===== config.mk =====
export PLATFORM = sky130hd
export DESIGN_NAME = frc_fault_retry
export DESIGN_NICKNAME = d
export VERILOG_FILES = /design/src/design/frc_pkg.sv /design/src/design/frc_delay_timer.sv /design/src/design/frc_fault_retry.sv
export SDC_FILE = /design/constraint.sdc
export NUM_CORES = 1
export LEC_CHECK = 0
export BUFFER_PORTS_ARGS = -buffer_cell sky130_fd_sc_hd__buf_4
export CORE_MARGIN = 4
export CORE_UTILIZATION = 52
export DETAILED_ROUTE_END_ITERATION = 12
export PLACE_DENSITY = 0.77
export SLEW_MARGIN = 0
export SYNTH_ARGS = -nofsm -noshare
export SYNTH_HDL_FRONTEND = slang
export SYNTH_SLANG_ARGS = --single-unit

===== constraint.sdc =====
create_clock -name sys_clk -period 3.03 [get_ports sys_clk]
set_input_delay 0.1515 -clock sys_clk [delete_from_list [all_inputs] [get_ports sys_clk]]
set_output_delay 0.1515 -clock sys_clk [all_outputs]
set_load 0.01 [all_outputs]

===== src/design/frc_pkg.sv =====
// shared constants and carriers of the fault retry controller
package frc_pkg;

  // command code of the response byte and its reset value
  localparam logic [7:0] FRC_CMD_RESPONSE = 8'hc4;
  localparam logic [7:0] FRC_RESPONSE_RST = 8'h00;

  // field positions inside the response byte
  localparam int FRC_MODE_LSB  = 6;
  localparam int FRC_COUNT_LSB = 3;
  localparam int FRC_TIME_LSB  = 0;

  // response modes
  localparam logic [1:0] FRC_MODE_IGNORE  = 2'h0;
  localparam logic [1:0] FRC_MODE_RUN_DLY = 2'h1;
  localparam logic [1:0] FRC_MODE_RETRY   = 2'h2;
  localparam logic [1:0] FRC_MODE_LATCH   = 2'h3;

  // retry counts with a special meaning
  localparam logic [2:0] FRC_COUNT_NONE    = 3'h0;
  localparam logic [2:0] FRC_COUNT_FOREVER = 3'h7;

  // the delay is one unit shifted left by the time field, two raised to it in units
  localparam logic [7:0] FRC_UNIT_ONE = 8'h01;

  typedef enum logic [2:0] {
    FRC_IDLE    = 3'b000,
    FRC_RUN_DLY = 3'b001,
    FRC_WAIT    = 3'b010,
    FRC_TRY     = 3'b011,
    FRC_LATCHED = 3'b100
  } frc_state_t;

  typedef struct packed {
    logic       valid;
    logic       write;
    logic [7:0] code;
    logic [7:0] data;
  } frc_cmd_t;

  typedef struct packed {
    logic       valid;
    logic       ack;
    logic [7:0] data;
  } frc_rsp_t;

endpackage


===== src/design/frc_delay_timer.sv =====
// delay timer counting whole delay units of a programmable length
`timescale 1ns/1ps
`default_nettype none
module frc_delay_timer import frc_pkg::*; #(
  parameter int UNIT_W = 16
) (
  // clock and reset
  input  wire logic              sys_clk,
  input  wire logic              srst,
  // control
  input  wire logic              load,
  input  wire logic [7:0]        units,
  input  wire logic [UNIT_W-1:0] unit_cycles,
  // result
  output logic                   done_q
);

  logic              run_q, run_d;
  logic [7:0]        unit_q, unit_d;
  logic [UNIT_W-1:0] cyc_q, cyc_d;
  logic              done_d;
  logic [UNIT_W-1:0] cyc_top;

  // a zero unit length is taken as one cycle per unit
  assign cyc_top = (unit_cycles == '0) ? '0 : unit_cycles - 1'b1;

  always_comb begin
    run_d  = run_q;
    unit_d = unit_q;
    cyc_d  = cyc_q;
    done_d = 1'b0;
    if (load) begin
      run_d  = 1'b1;
      unit_d = units - 8'h01;
      cyc_d  = cyc_top;
    end else if (run_q) begin
      if (cyc_q != '0) begin
        cyc_d = cyc_q - 1'b1;
      end else if (unit_q != 8'h00) begin
        unit_d = unit_q - 8'h01;
        cyc_d  = cyc_top;
      end else begin
        run_d  = 1'b0;
        done_d = 1'b1;
      end
    end
  end

  always_ff @(posedge sys_clk) begin
    if (srst) begin
      run_q  <= 1'b0;
      unit_q <= 8'h00;
      cyc_q  <= '0;
      done_q <= 1'b0;
    end else begin
      run_q  <= run_d;
      unit_q <= unit_d;
      cyc_q  <= cyc_d;
      done_q <= done_d;
    end
  end

endmodule
`default_nettype wire


===== src/design/frc_fault_retry.sv =====
// restart policy applied after a fault, configured by one response byte
// Contract
// - retry counts one to six give that many restarts
// - all attempts failed: output off until cleared
// - attempt starts spaced by two power time field units
// - count seven retries forever until off or cleared
// - time field decodes to two power field units
// - run-on delay uses same decoded time
// - unit length comes from separate timing setting
// - mode bits: ignore, run then retry, retry, latch
// - count zero: no restart, off until cleared
// - clear, off-then-on or bias loss clears latch
// - response byte read and written at code 0xc4
`timescale 1ns/1ps
`default_nettype none
module frc_fault_retry import frc_pkg::*; #(
  parameter int UNIT_W = 16
) (
  // clock and reset (reset also stands for loss of bias)
  input  wire logic              sys_clk,
  input  wire logic              srst,
  // decoded management bus command and its answer
  input  wire frc_cmd_t          cmd,
  output frc_rsp_t               rsp_q,
  // fault and control inputs
  input  wire logic              fault_in,
  input  wire logic              clear_fault,
  input  wire logic              output_on_cmd,
  input  wire logic [UNIT_W-1:0] unit_cycles,
  // output control and status
  output logic                   out_enable_q,
  output logic                   restart_q,
  output logic                   latched_q,
  output logic [2:0]             attempts_q
);

  logic [7:0] resp_q, resp_d;
  frc_rsp_t   rsp_d;
  frc_state_t state_q, state_d;
  logic [2:0] attempts_d;
  logic       out_enable_d, restart_d, latched_d;
  logic       tmr_load, tmr_done;
  logic [7:0] tmr_units;
  logic [1:0] mode;
  logic [2:0] count;
  logic [2:0] rtime;
  logic       finite_done;

  assign mode  = resp_q[FRC_MODE_LSB +: 2];
  assign count = resp_q[FRC_COUNT_LSB +: 3];
  assign rtime = resp_q[FRC_TIME_LSB +: 3];
  assign tmr_units = FRC_UNIT_ONE << rtime;
  assign finite_done = (count != FRC_COUNT_FOREVER) &&
                       (attempts_q >= count);

  // register port: only the response byte answers, others are refused
  always_comb begin
    resp_d = resp_q;
    rsp_d  = '0;
    if (cmd.valid) begin
      rsp_d.valid = 1'b1;
      if (cmd.code == FRC_CMD_RESPONSE) begin
        rsp_d.ack = 1'b1;
        if (cmd.write) begin
          resp_d = cmd.data;
        end
        rsp_d.data = cmd.write ? cmd.data : resp_q;
      end
    end
  end

  always_ff @(posedge sys_clk) begin
    if (srst) begin
      resp_q <= FRC_RESPONSE_RST;
      rsp_q  <= '0;
    end else begin
      resp_q <= resp_d;
      rsp_q  <= rsp_d;
    end
  end

  // retry sequencer
  always_comb begin
    state_d    = state_q;
    attempts_d = attempts_q;
    tmr_load   = 1'b0;
    restart_d  = 1'b0;
    if (!output_on_cmd || clear_fault) begin
      // off command or a clear ends any sequence and frees the latch
      state_d    = FRC_IDLE;
      attempts_d = 3'h0;
    end else begin
      unique case (state_q)
        FRC_IDLE: begin
          if (fault_in) begin
            unique case (mode)
              FRC_MODE_IGNORE: state_d = FRC_IDLE;
              FRC_MODE_RUN_DLY: begin
                state_d  = FRC_RUN_DLY;
                tmr_load = 1'b1;
              end
              FRC_MODE_RETRY: begin
                state_d  = (count == FRC_COUNT_NONE) ? FRC_LATCHED
                                                     : FRC_WAIT;
                tmr_load = (count != FRC_COUNT_NONE);
              end
              FRC_MODE_LATCH: state_d = FRC_LATCHED;
            endcase
          end
        end
        FRC_RUN_DLY: begin
          if (tmr_done) begin
            if (!fault_in) begin
              state_d = FRC_IDLE;
            end else if (count == FRC_COUNT_NONE) begin
              state_d = FRC_LATCHED;
            end else begin
              state_d  = FRC_WAIT;
              tmr_load = 1'b1;
            end
          end
        end
        FRC_WAIT: begin
          // the timer runs from one attempt start to the next
          if (tmr_done) begin
            state_d    = FRC_TRY;
            tmr_load   = 1'b1;
            restart_d  = 1'b1;
            attempts_d = (count == FRC_COUNT_FOREVER) ? attempts_q
                                                      : attempts_q + 3'h1;
          end
        end
        FRC_TRY: begin
          if (fault_in && finite_done) begin
            state_d = FRC_LATCHED;
          end else if (fault_in && tmr_done) begin
            // the next start is due now and the timer has just stopped:
            // going to wait here would hang the sequence
            state_d    = FRC_TRY;
            tmr_load   = 1'b1;
            restart_d  = 1'b1;
            attempts_d = (count == FRC_COUNT_FOREVER) ? attempts_q
                                                      : attempts_q + 3'h1;
          end else if (fault_in) begin
            state_d = FRC_WAIT;
          end else if (tmr_done) begin
            state_d    = FRC_IDLE;
            attempts_d = 3'h0;
          end
        end
        FRC_LATCHED: state_d = FRC_LATCHED;
        default:     state_d = FRC_IDLE;
      endcase
    end
    out_enable_d = output_on_cmd && !clear_fault &&
                   (state_d == FRC_IDLE || state_d == FRC_RUN_DLY ||
                    state_d == FRC_TRY);
    latched_d    = (state_d == FRC_LATCHED);
  end

  always_ff @(posedge sys_clk) begin
    if (srst) begin
      state_q      <= FRC_IDLE;
      attempts_q   <= 3'h0;
      out_enable_q <= 1'b0;
      restart_q    <= 1'b0;
      latched_q    <= 1'b0;
    end else begin
      state_q      <= state_d;
      attempts_q   <= attempts_d;
      out_enable_q <= out_enable_d;
      restart_q    <= restart_d;
      latched_q    <= latched_d;
    end
  end

  // unit length supplied by the separate timing-unit setting
  frc_delay_timer #(
    .UNIT_W(UNIT_W)
  ) u_timer (
    .sys_clk    (sys_clk),
    .srst       (srst),
    .load       (tmr_load),
    .units      (tmr_units),
    .unit_cycles(unit_cycles),
    .done_q     (tmr_done)
  );
endmodule
`default_nettype wire


# Yosys cells after proc, flatten, opt, wreduce, memory -nomap -nowiden
# Index checks and enable logic that the tools add are counted.
[totals]
ram_bits = 0
wordCells = 118
regBits = 53
rom_bits = 0
latchBits = 0
mem_count = 0
[classes]
shift = 1
div = 0
multipliers = 0
mux = 47
n_lt_le_gt_ge = 1
n_reduce_logical = 30
n_addsub = 5
eq_ne = 18
bitwise_logic = 3
[ops]
columns = ["operator", "count"]
rows = [
  ["two-way mux 16 bit", 5],
  ["two-way mux 3 bit", 16],
  ["two-way mux 8 bit", 5],
  ["subtractor 16 x 1 -> 16 bit (second input constant)", 2],
  ["zero test 16 bit", 1],
  ["nonzero test 16 bit", 1],
  ["subtractor 8 x 1 -> 8 bit (second input constant)", 2],
  ["one-hot mux 3 bit (5 select lines)", 1],
  ["two-way mux 1 bit", 13],
  ["one-hot mux 3 bit (4 select lines)", 1],
  ["two-way mux 10 bit", 1],
  ["equality test 3 x 2 -> 1 bit (second input constant)", 3],
  ["equality test 3 bit (second input constant)", 3],
  ["zero test 3 bit", 3],
  ["two-way mux 9 bit", 1],
  ["equality test 8 bit (second input constant)", 1],
  ["nonzero test 8 bit", 1],
  ["left shift 1 x 3 -> 8 bit (first input constant)", 1],
  ["equality test 3 x 1 -> 1 bit (second input constant)", 2],
  ["inequality test 3 bit (second input constant)", 2],
  ["one-hot mux 3 bit (2 select lines)", 1],
  ["nonzero test 2 bit", 3],
  ["nonzero test 3 bit", 2],
  ["logical AND 1 bit", 5],
  ["other kinds (19)", 29],
]

# Logic depth before layout (Yosys ltp)
[logic_depth]
word_depth = 10
depth_mapped = 15
mapped_depth_nobuf = 14

# By module
# From an unflattened synthesis, not the netlist that was laid out.
[unflattened]
hier_cells = 427
hier_area_um2 = 3570.9
[modules_own_cells]
columns = ["module", "area_per_inst_um2", "cells_each", "n_inst"]
rows = [
  ["frc_delay_timer", 2074.5, 259, 1],
  ["frc_fault_retry", 1496.4, 168, 1],
]

# Worst setup path after synthesis
# Ideal clock, no wire load.
[synth_path]
path_type = "register -> register"
from = "register attempts_q[0]"
to = "register u_timer.unit_q[4]"
period_less_slack_ns = 3.143
arrival_time_ns = 3.058
path_stages_with_launch = 16
n_path_buf = 1
slack_ns = -0.113
cell_sequence = "dfxtp_1 > inv_1 > ha_1 > nor2b_1 > o21ai_0 > a211oi_2 > a21o_1 > clkbuf_1 > and3_1 > a21oi_1 > ha_1 > inv_1 > nor3_1 > nand2_1 > xor2_1 > a211oi_1"
[synth_via]
elab_chain_cells = 8
[synth_rtl]
columns = ["element", "line_no", "source"]
rows = [
  ["start: declaration", "frc_fault_retry.sv:34", "output logic [2:0] attempts_q"],
  ["start signal: assignment", "frc_fault_retry.sv:170", "attempts_q <= attempts_d;"],
  ["greater-or-equal comparator 3 bit (*)", "frc_fault_retry.sv:54", "(attempts_q >= count);"],
  ["logical AND 1 bit (*)", "frc_fault_retry.sv:53", "assign finite_done = (count != FRC_COUNT_FOREVER) &&"],
  ["logical AND 1 bit (*)", "frc_fault_retry.sv:134", "if (fault_in && finite_done) begin"],
  ["two-way mux 1 bit (*)", "frc_fault_retry.sv:134", ""],
  ["one-hot mux 1 bit (4 select lines) (*)", "frc_fault_retry.sv:93", "unique case (state_q)"],
  ["two-way mux 1 bit (*)", "frc_fault_retry.sv:88", "if (!output_on_cmd || clear_fault) begin"],
  ["inequality test 2 bit (no source line) or nonzero test 2 bit (tied branches)", "--", ""],
  ["AND reduction 3 bit (no source line)", "--", ""],
  ["end signal: assignment", "frc_delay_timer.sv:57", "unit_q <= unit_d;"],
  ["end: declaration", "frc_delay_timer.sv:19", "logic [7:0] unit_q, unit_d;"],
]
# Every way passes the cells marked *; elsewhere a longest branch is shown, timed or not.
# A chain may end at the register's enable or synchronous reset.

# Worst setup path in the final report
[layout_path]
from = "register resp_q[4]"
to = "register u_timer.unit_q[4]"
[layout_via]
elab_chain_cells = 8
[layout_rtl]
columns = ["element", "line_no", "source"]
rows = [
  ["start: declaration", "frc_fault_retry.sv:37", "logic [7:0] resp_q, resp_d;"],
  ["start signal: assignment", "frc_fault_retry.sv:77", "resp_q <= resp_d;"],
  ["greater-or-equal comparator 3 bit, or another cell as far along", "frc_fault_retry.sv:54", ""],
  ["logical AND 1 bit or two-way mux 1 bit (tied branches)", "frc_fault_retry.sv:53, frc_fault_retry.sv:115", ""],
  ["logical AND 1 bit or two-way mux 1 bit (tied branches)", "frc_fault_retry.sv:134, frc_fault_retry.sv:113", ""],
  ["two-way mux 1 bit, on equally long branches", "frc_fault_retry.sv:134, frc_fault_retry.sv:112", ""],
  ["one-hot mux 1 bit (4 select lines) (*)", "frc_fault_retry.sv:93", ""],
  ["two-way mux 1 bit (*)", "frc_fault_retry.sv:88", ""],
  ["inequality test 2 bit (no source line) or nonzero test 2 bit (tied branches)", "--", ""],
  ["AND reduction 3 bit (no source line)", "--", ""],
]
# Marks and branches as above.

==> summary.md <==
| Metric | Value |
|---|---|
| Syn Std Cell Area | 3540 µm² |
| Critical path's largest stage delay | 0.47 ns |
| Row count | 29 |
| Post-synthesis sequential element count | 53 |
| CP Data Required Time | 3.25 ns |
| First-pass GRT wire length | 14.0 mm |
| Max Cap Viol | 0 |
| Std-Cell Core Area | 6490 µm² |
| Final Hold Viols | 0 |
| Async set-reset flop share out of synthesis | 0% |
| Dpl hpwl | 6.13 mm |
| Final WL | 8.11 mm |
| Die Ht | 90.5 µm |
| Most frequent cells in the layout | buf_4, nor2_1, dfxtp_1, inv_1, mux2i_1 |
| Max clock buf depth | 2 |
| Crit start category | register |
| Diode count | 0 |
| Area Overhead vs Synth | 16.0% |
| Pwr Density | 315 nW/µm² |
| Critical path type | register to register |
| Per-cell routed wire length | 14.8 µm |
| CP max FO | 7 |
| Share of layout cells above drive strength 1 | 24.1% |
| Initial antenna violation count | 0 |
| Max Freq | 351 MHz |
| CP Capture Type | register |
| Critical Path AT | 3.07 ns |
| Fin Setup TNS | 0 ns |
| 1st-pass router iterations | 4 |
| Final-report max-slew violation count | 0 |
| Clk sink count | 53 |
| Total power | 1.29 mW |
| Remaining DRCs | 0 |
| TritonCTS clock tree | yes |
| Synthesized area per cell | 8.40 µm² |
| Nets | 523 |
| Post-route ant nets | 0 |
| Inst Count DP | 541 |
| Number of DRC markers in iteration 0 | 171 |
| CP cell instances | inv_1 -> ha_1 -> nand2_1 -> o21ai_2 -> a211oi_2 -> a21o_1 -> and3_1 -> a21oi_1 -> ha_2 -> inv_1 -> nor3_2 -> nand2_1 -> xor2_1 -> a211oi_1 |
| Number of cells produced by synthesis | 421 |
| Hold Crit Class | input port to register |
| CTS root buf | clkbuf_8 |
| Mapped Nets | 472 |
| Post-route core utilization | 63.2% |
| Pleak | 1.77 nW |
| Setup repair after global routing missed its margin | true |
| Worst setup margin | 0.183 ns |
| Pin count of the biggest net entering global routing | 41 |
| Post-synth cell types | 68 |
| Vias in the first global route | 3161 |
| Relative slew slack | 58.8% |
| Layout fillers | 585 |
| Crit share post-route | 93.9% |
| Final Instance Area | 4100 µm² |
| YS warnings | 0 |
| Fin Hold WS | 0.0773 ns |
| Via Count | 3250 |
| EDFF count, synth | 0 |
| VDD IR max | 0.338 mV |
| DP Area | 3950 µm² |
| Post-route insts no fill | 550 |
| Setup violations, final | 0 |
| Synth Flop Type | dfxtp_1 |
| GRT overflow | 0 |
| GRT Resource Usage Total | 20.1% |
| Worst Max-Slew Pin Slew | 0.612 ns |
| Status | completed |
| Slowest cell on the critical path | dfxtp_1 |
| Clock Latency Late Sink | 0.30 ns |
| Placer congestion estimate | 0.849 |
| Most common cell after layout, fill and taps aside | buf_4 |
| # port buffers | 54 |
| Starting Density | 54.5% |
| # H-tree levels | 2 |
| Die area | 8190 µm² |
| I/O pin total | 55 |
| Clock Skews | 0.00515 ns |
| Period minus WS final | 2.85 ns |
| Register area share after synthesis | 30.0% |
| CTS Buf Count | 5 |
| Die width | 90.5 µm |
| Clk slew on worst S/H paths | 0.10 ns |
| Vias per cell | 5.91 |
| Pre-CTS setup slack | 0.0770 ns |
## flip-flops by register name (all words and copies together) (netlist names)
| register | flops |
|---|---|
| out_enable_q | 1 |
| state_q | 3 |
| rsp_q | 10 |
| u_timer.cyc_q | 16 |
| u_timer.run_q | 1 |
| u_timer.done_q | 1 |
| attempts_q | 3 |
| u_timer.unit_q | 8 |
| resp_q | 8 |
| latched_q | 1 |
| restart_q | 1 |
## cells by family after synthesis
family                   synth area share, %
AO/OA/AOI/OAI                           19.4
XOR/XNOR                                2.97
adder cells (fa/ha/maj)                 4.24
AND/OR/NAND/NOR                         25.0
multiplexers                            10.7
flip-flops                              30.0
buffers and inverters                   7.67
## report_power, final
group | total (mW) | switching (mW) | leakage, nW | internal [mW]
clock network | 0.478 | 0.230 | 0.0554 | 0.248
registers | 0.698 | 0.000403 | 0.430 | 0.697
logic | 0.117 | 0.0571 | 1.28 | 0.0599
## what timing repair did
action                     CTS  global route
setup endpoints to repair    0            13
hold buffers                 0             0
buffers inserted             0             1
resized for setup            0            12
## area by class of cell
class                      count  area (µm²)  share of cell area [%]
clock buffer                   6        72.6                    1.77
clock inverter                 2        38.8                   0.945
inverter                      31         116                    2.84
multi-input combinational    318        2240                    54.6
sequential                    53        1070                    26.0
tap                           77        96.3                    2.35
timing repair buffer          63         473                    11.5
## layer usage
| layer | track usage (%) | routed length [µm] | vias up |
|---|---|---|---|
| met5 | 0 | 0 | - |
| met4 | 7.65 | 255 | 0 |
| met3 | 4.00 | 349 | 24 |
| met2 | 34.8 | 4040 | 72 |
| met1 | 24.3 | 3470 | 1527 |
| li1 | - | - | 1627 |
## critical path: cells and delay by family, from the launching register on
family / cells / cell delay (ns)
compound gates: 5 / 0.83
simple gates: 4 / 0.60
fa+ha+maj: 2 / 0.53
flops: 1 / 0.47
buf+inv: 2 / 0.21
xor+xnor: 1 / 0.14
## Yosys cell counts (all sizes together), types with 7 or more instances
library cell / instances / area (µm²)
a211oi: 9 / 85.1
a21oi: 27 / 135
and3: 7 / 46.3
clkbuf: 12 / 76.3
dfxtp: 53 / 1060
ha: 12 / 150
inv: 31 / 116
mux2i: 31 / 310
nand2: 30 / 113
nor2: 53 / 199
nor3: 19 / 95.1
nor4: 11 / 75.1
o21ai: 12 / 60.1
o32ai: 14 / 190
or3: 7 / 46.3
## final timing paths
| kind | start | endpoint | slack [ns] | cells past startpoint |
|---|---|---|---|---|
| max | resp_q[4] | u_timer.unit_q[4] | 0.18 | 14 |
| max reg2reg | resp_q[4] | u_timer.unit_q[4] | 0.18 | 14 |
| min | cmd[17] | rsp_q[9] | 0.08 | 2 |
| min reg2reg | u_timer.unit_q[7] | u_timer.unit_q[7] | 0.46 | 1 |
Power figures use the tool's default switching activity.
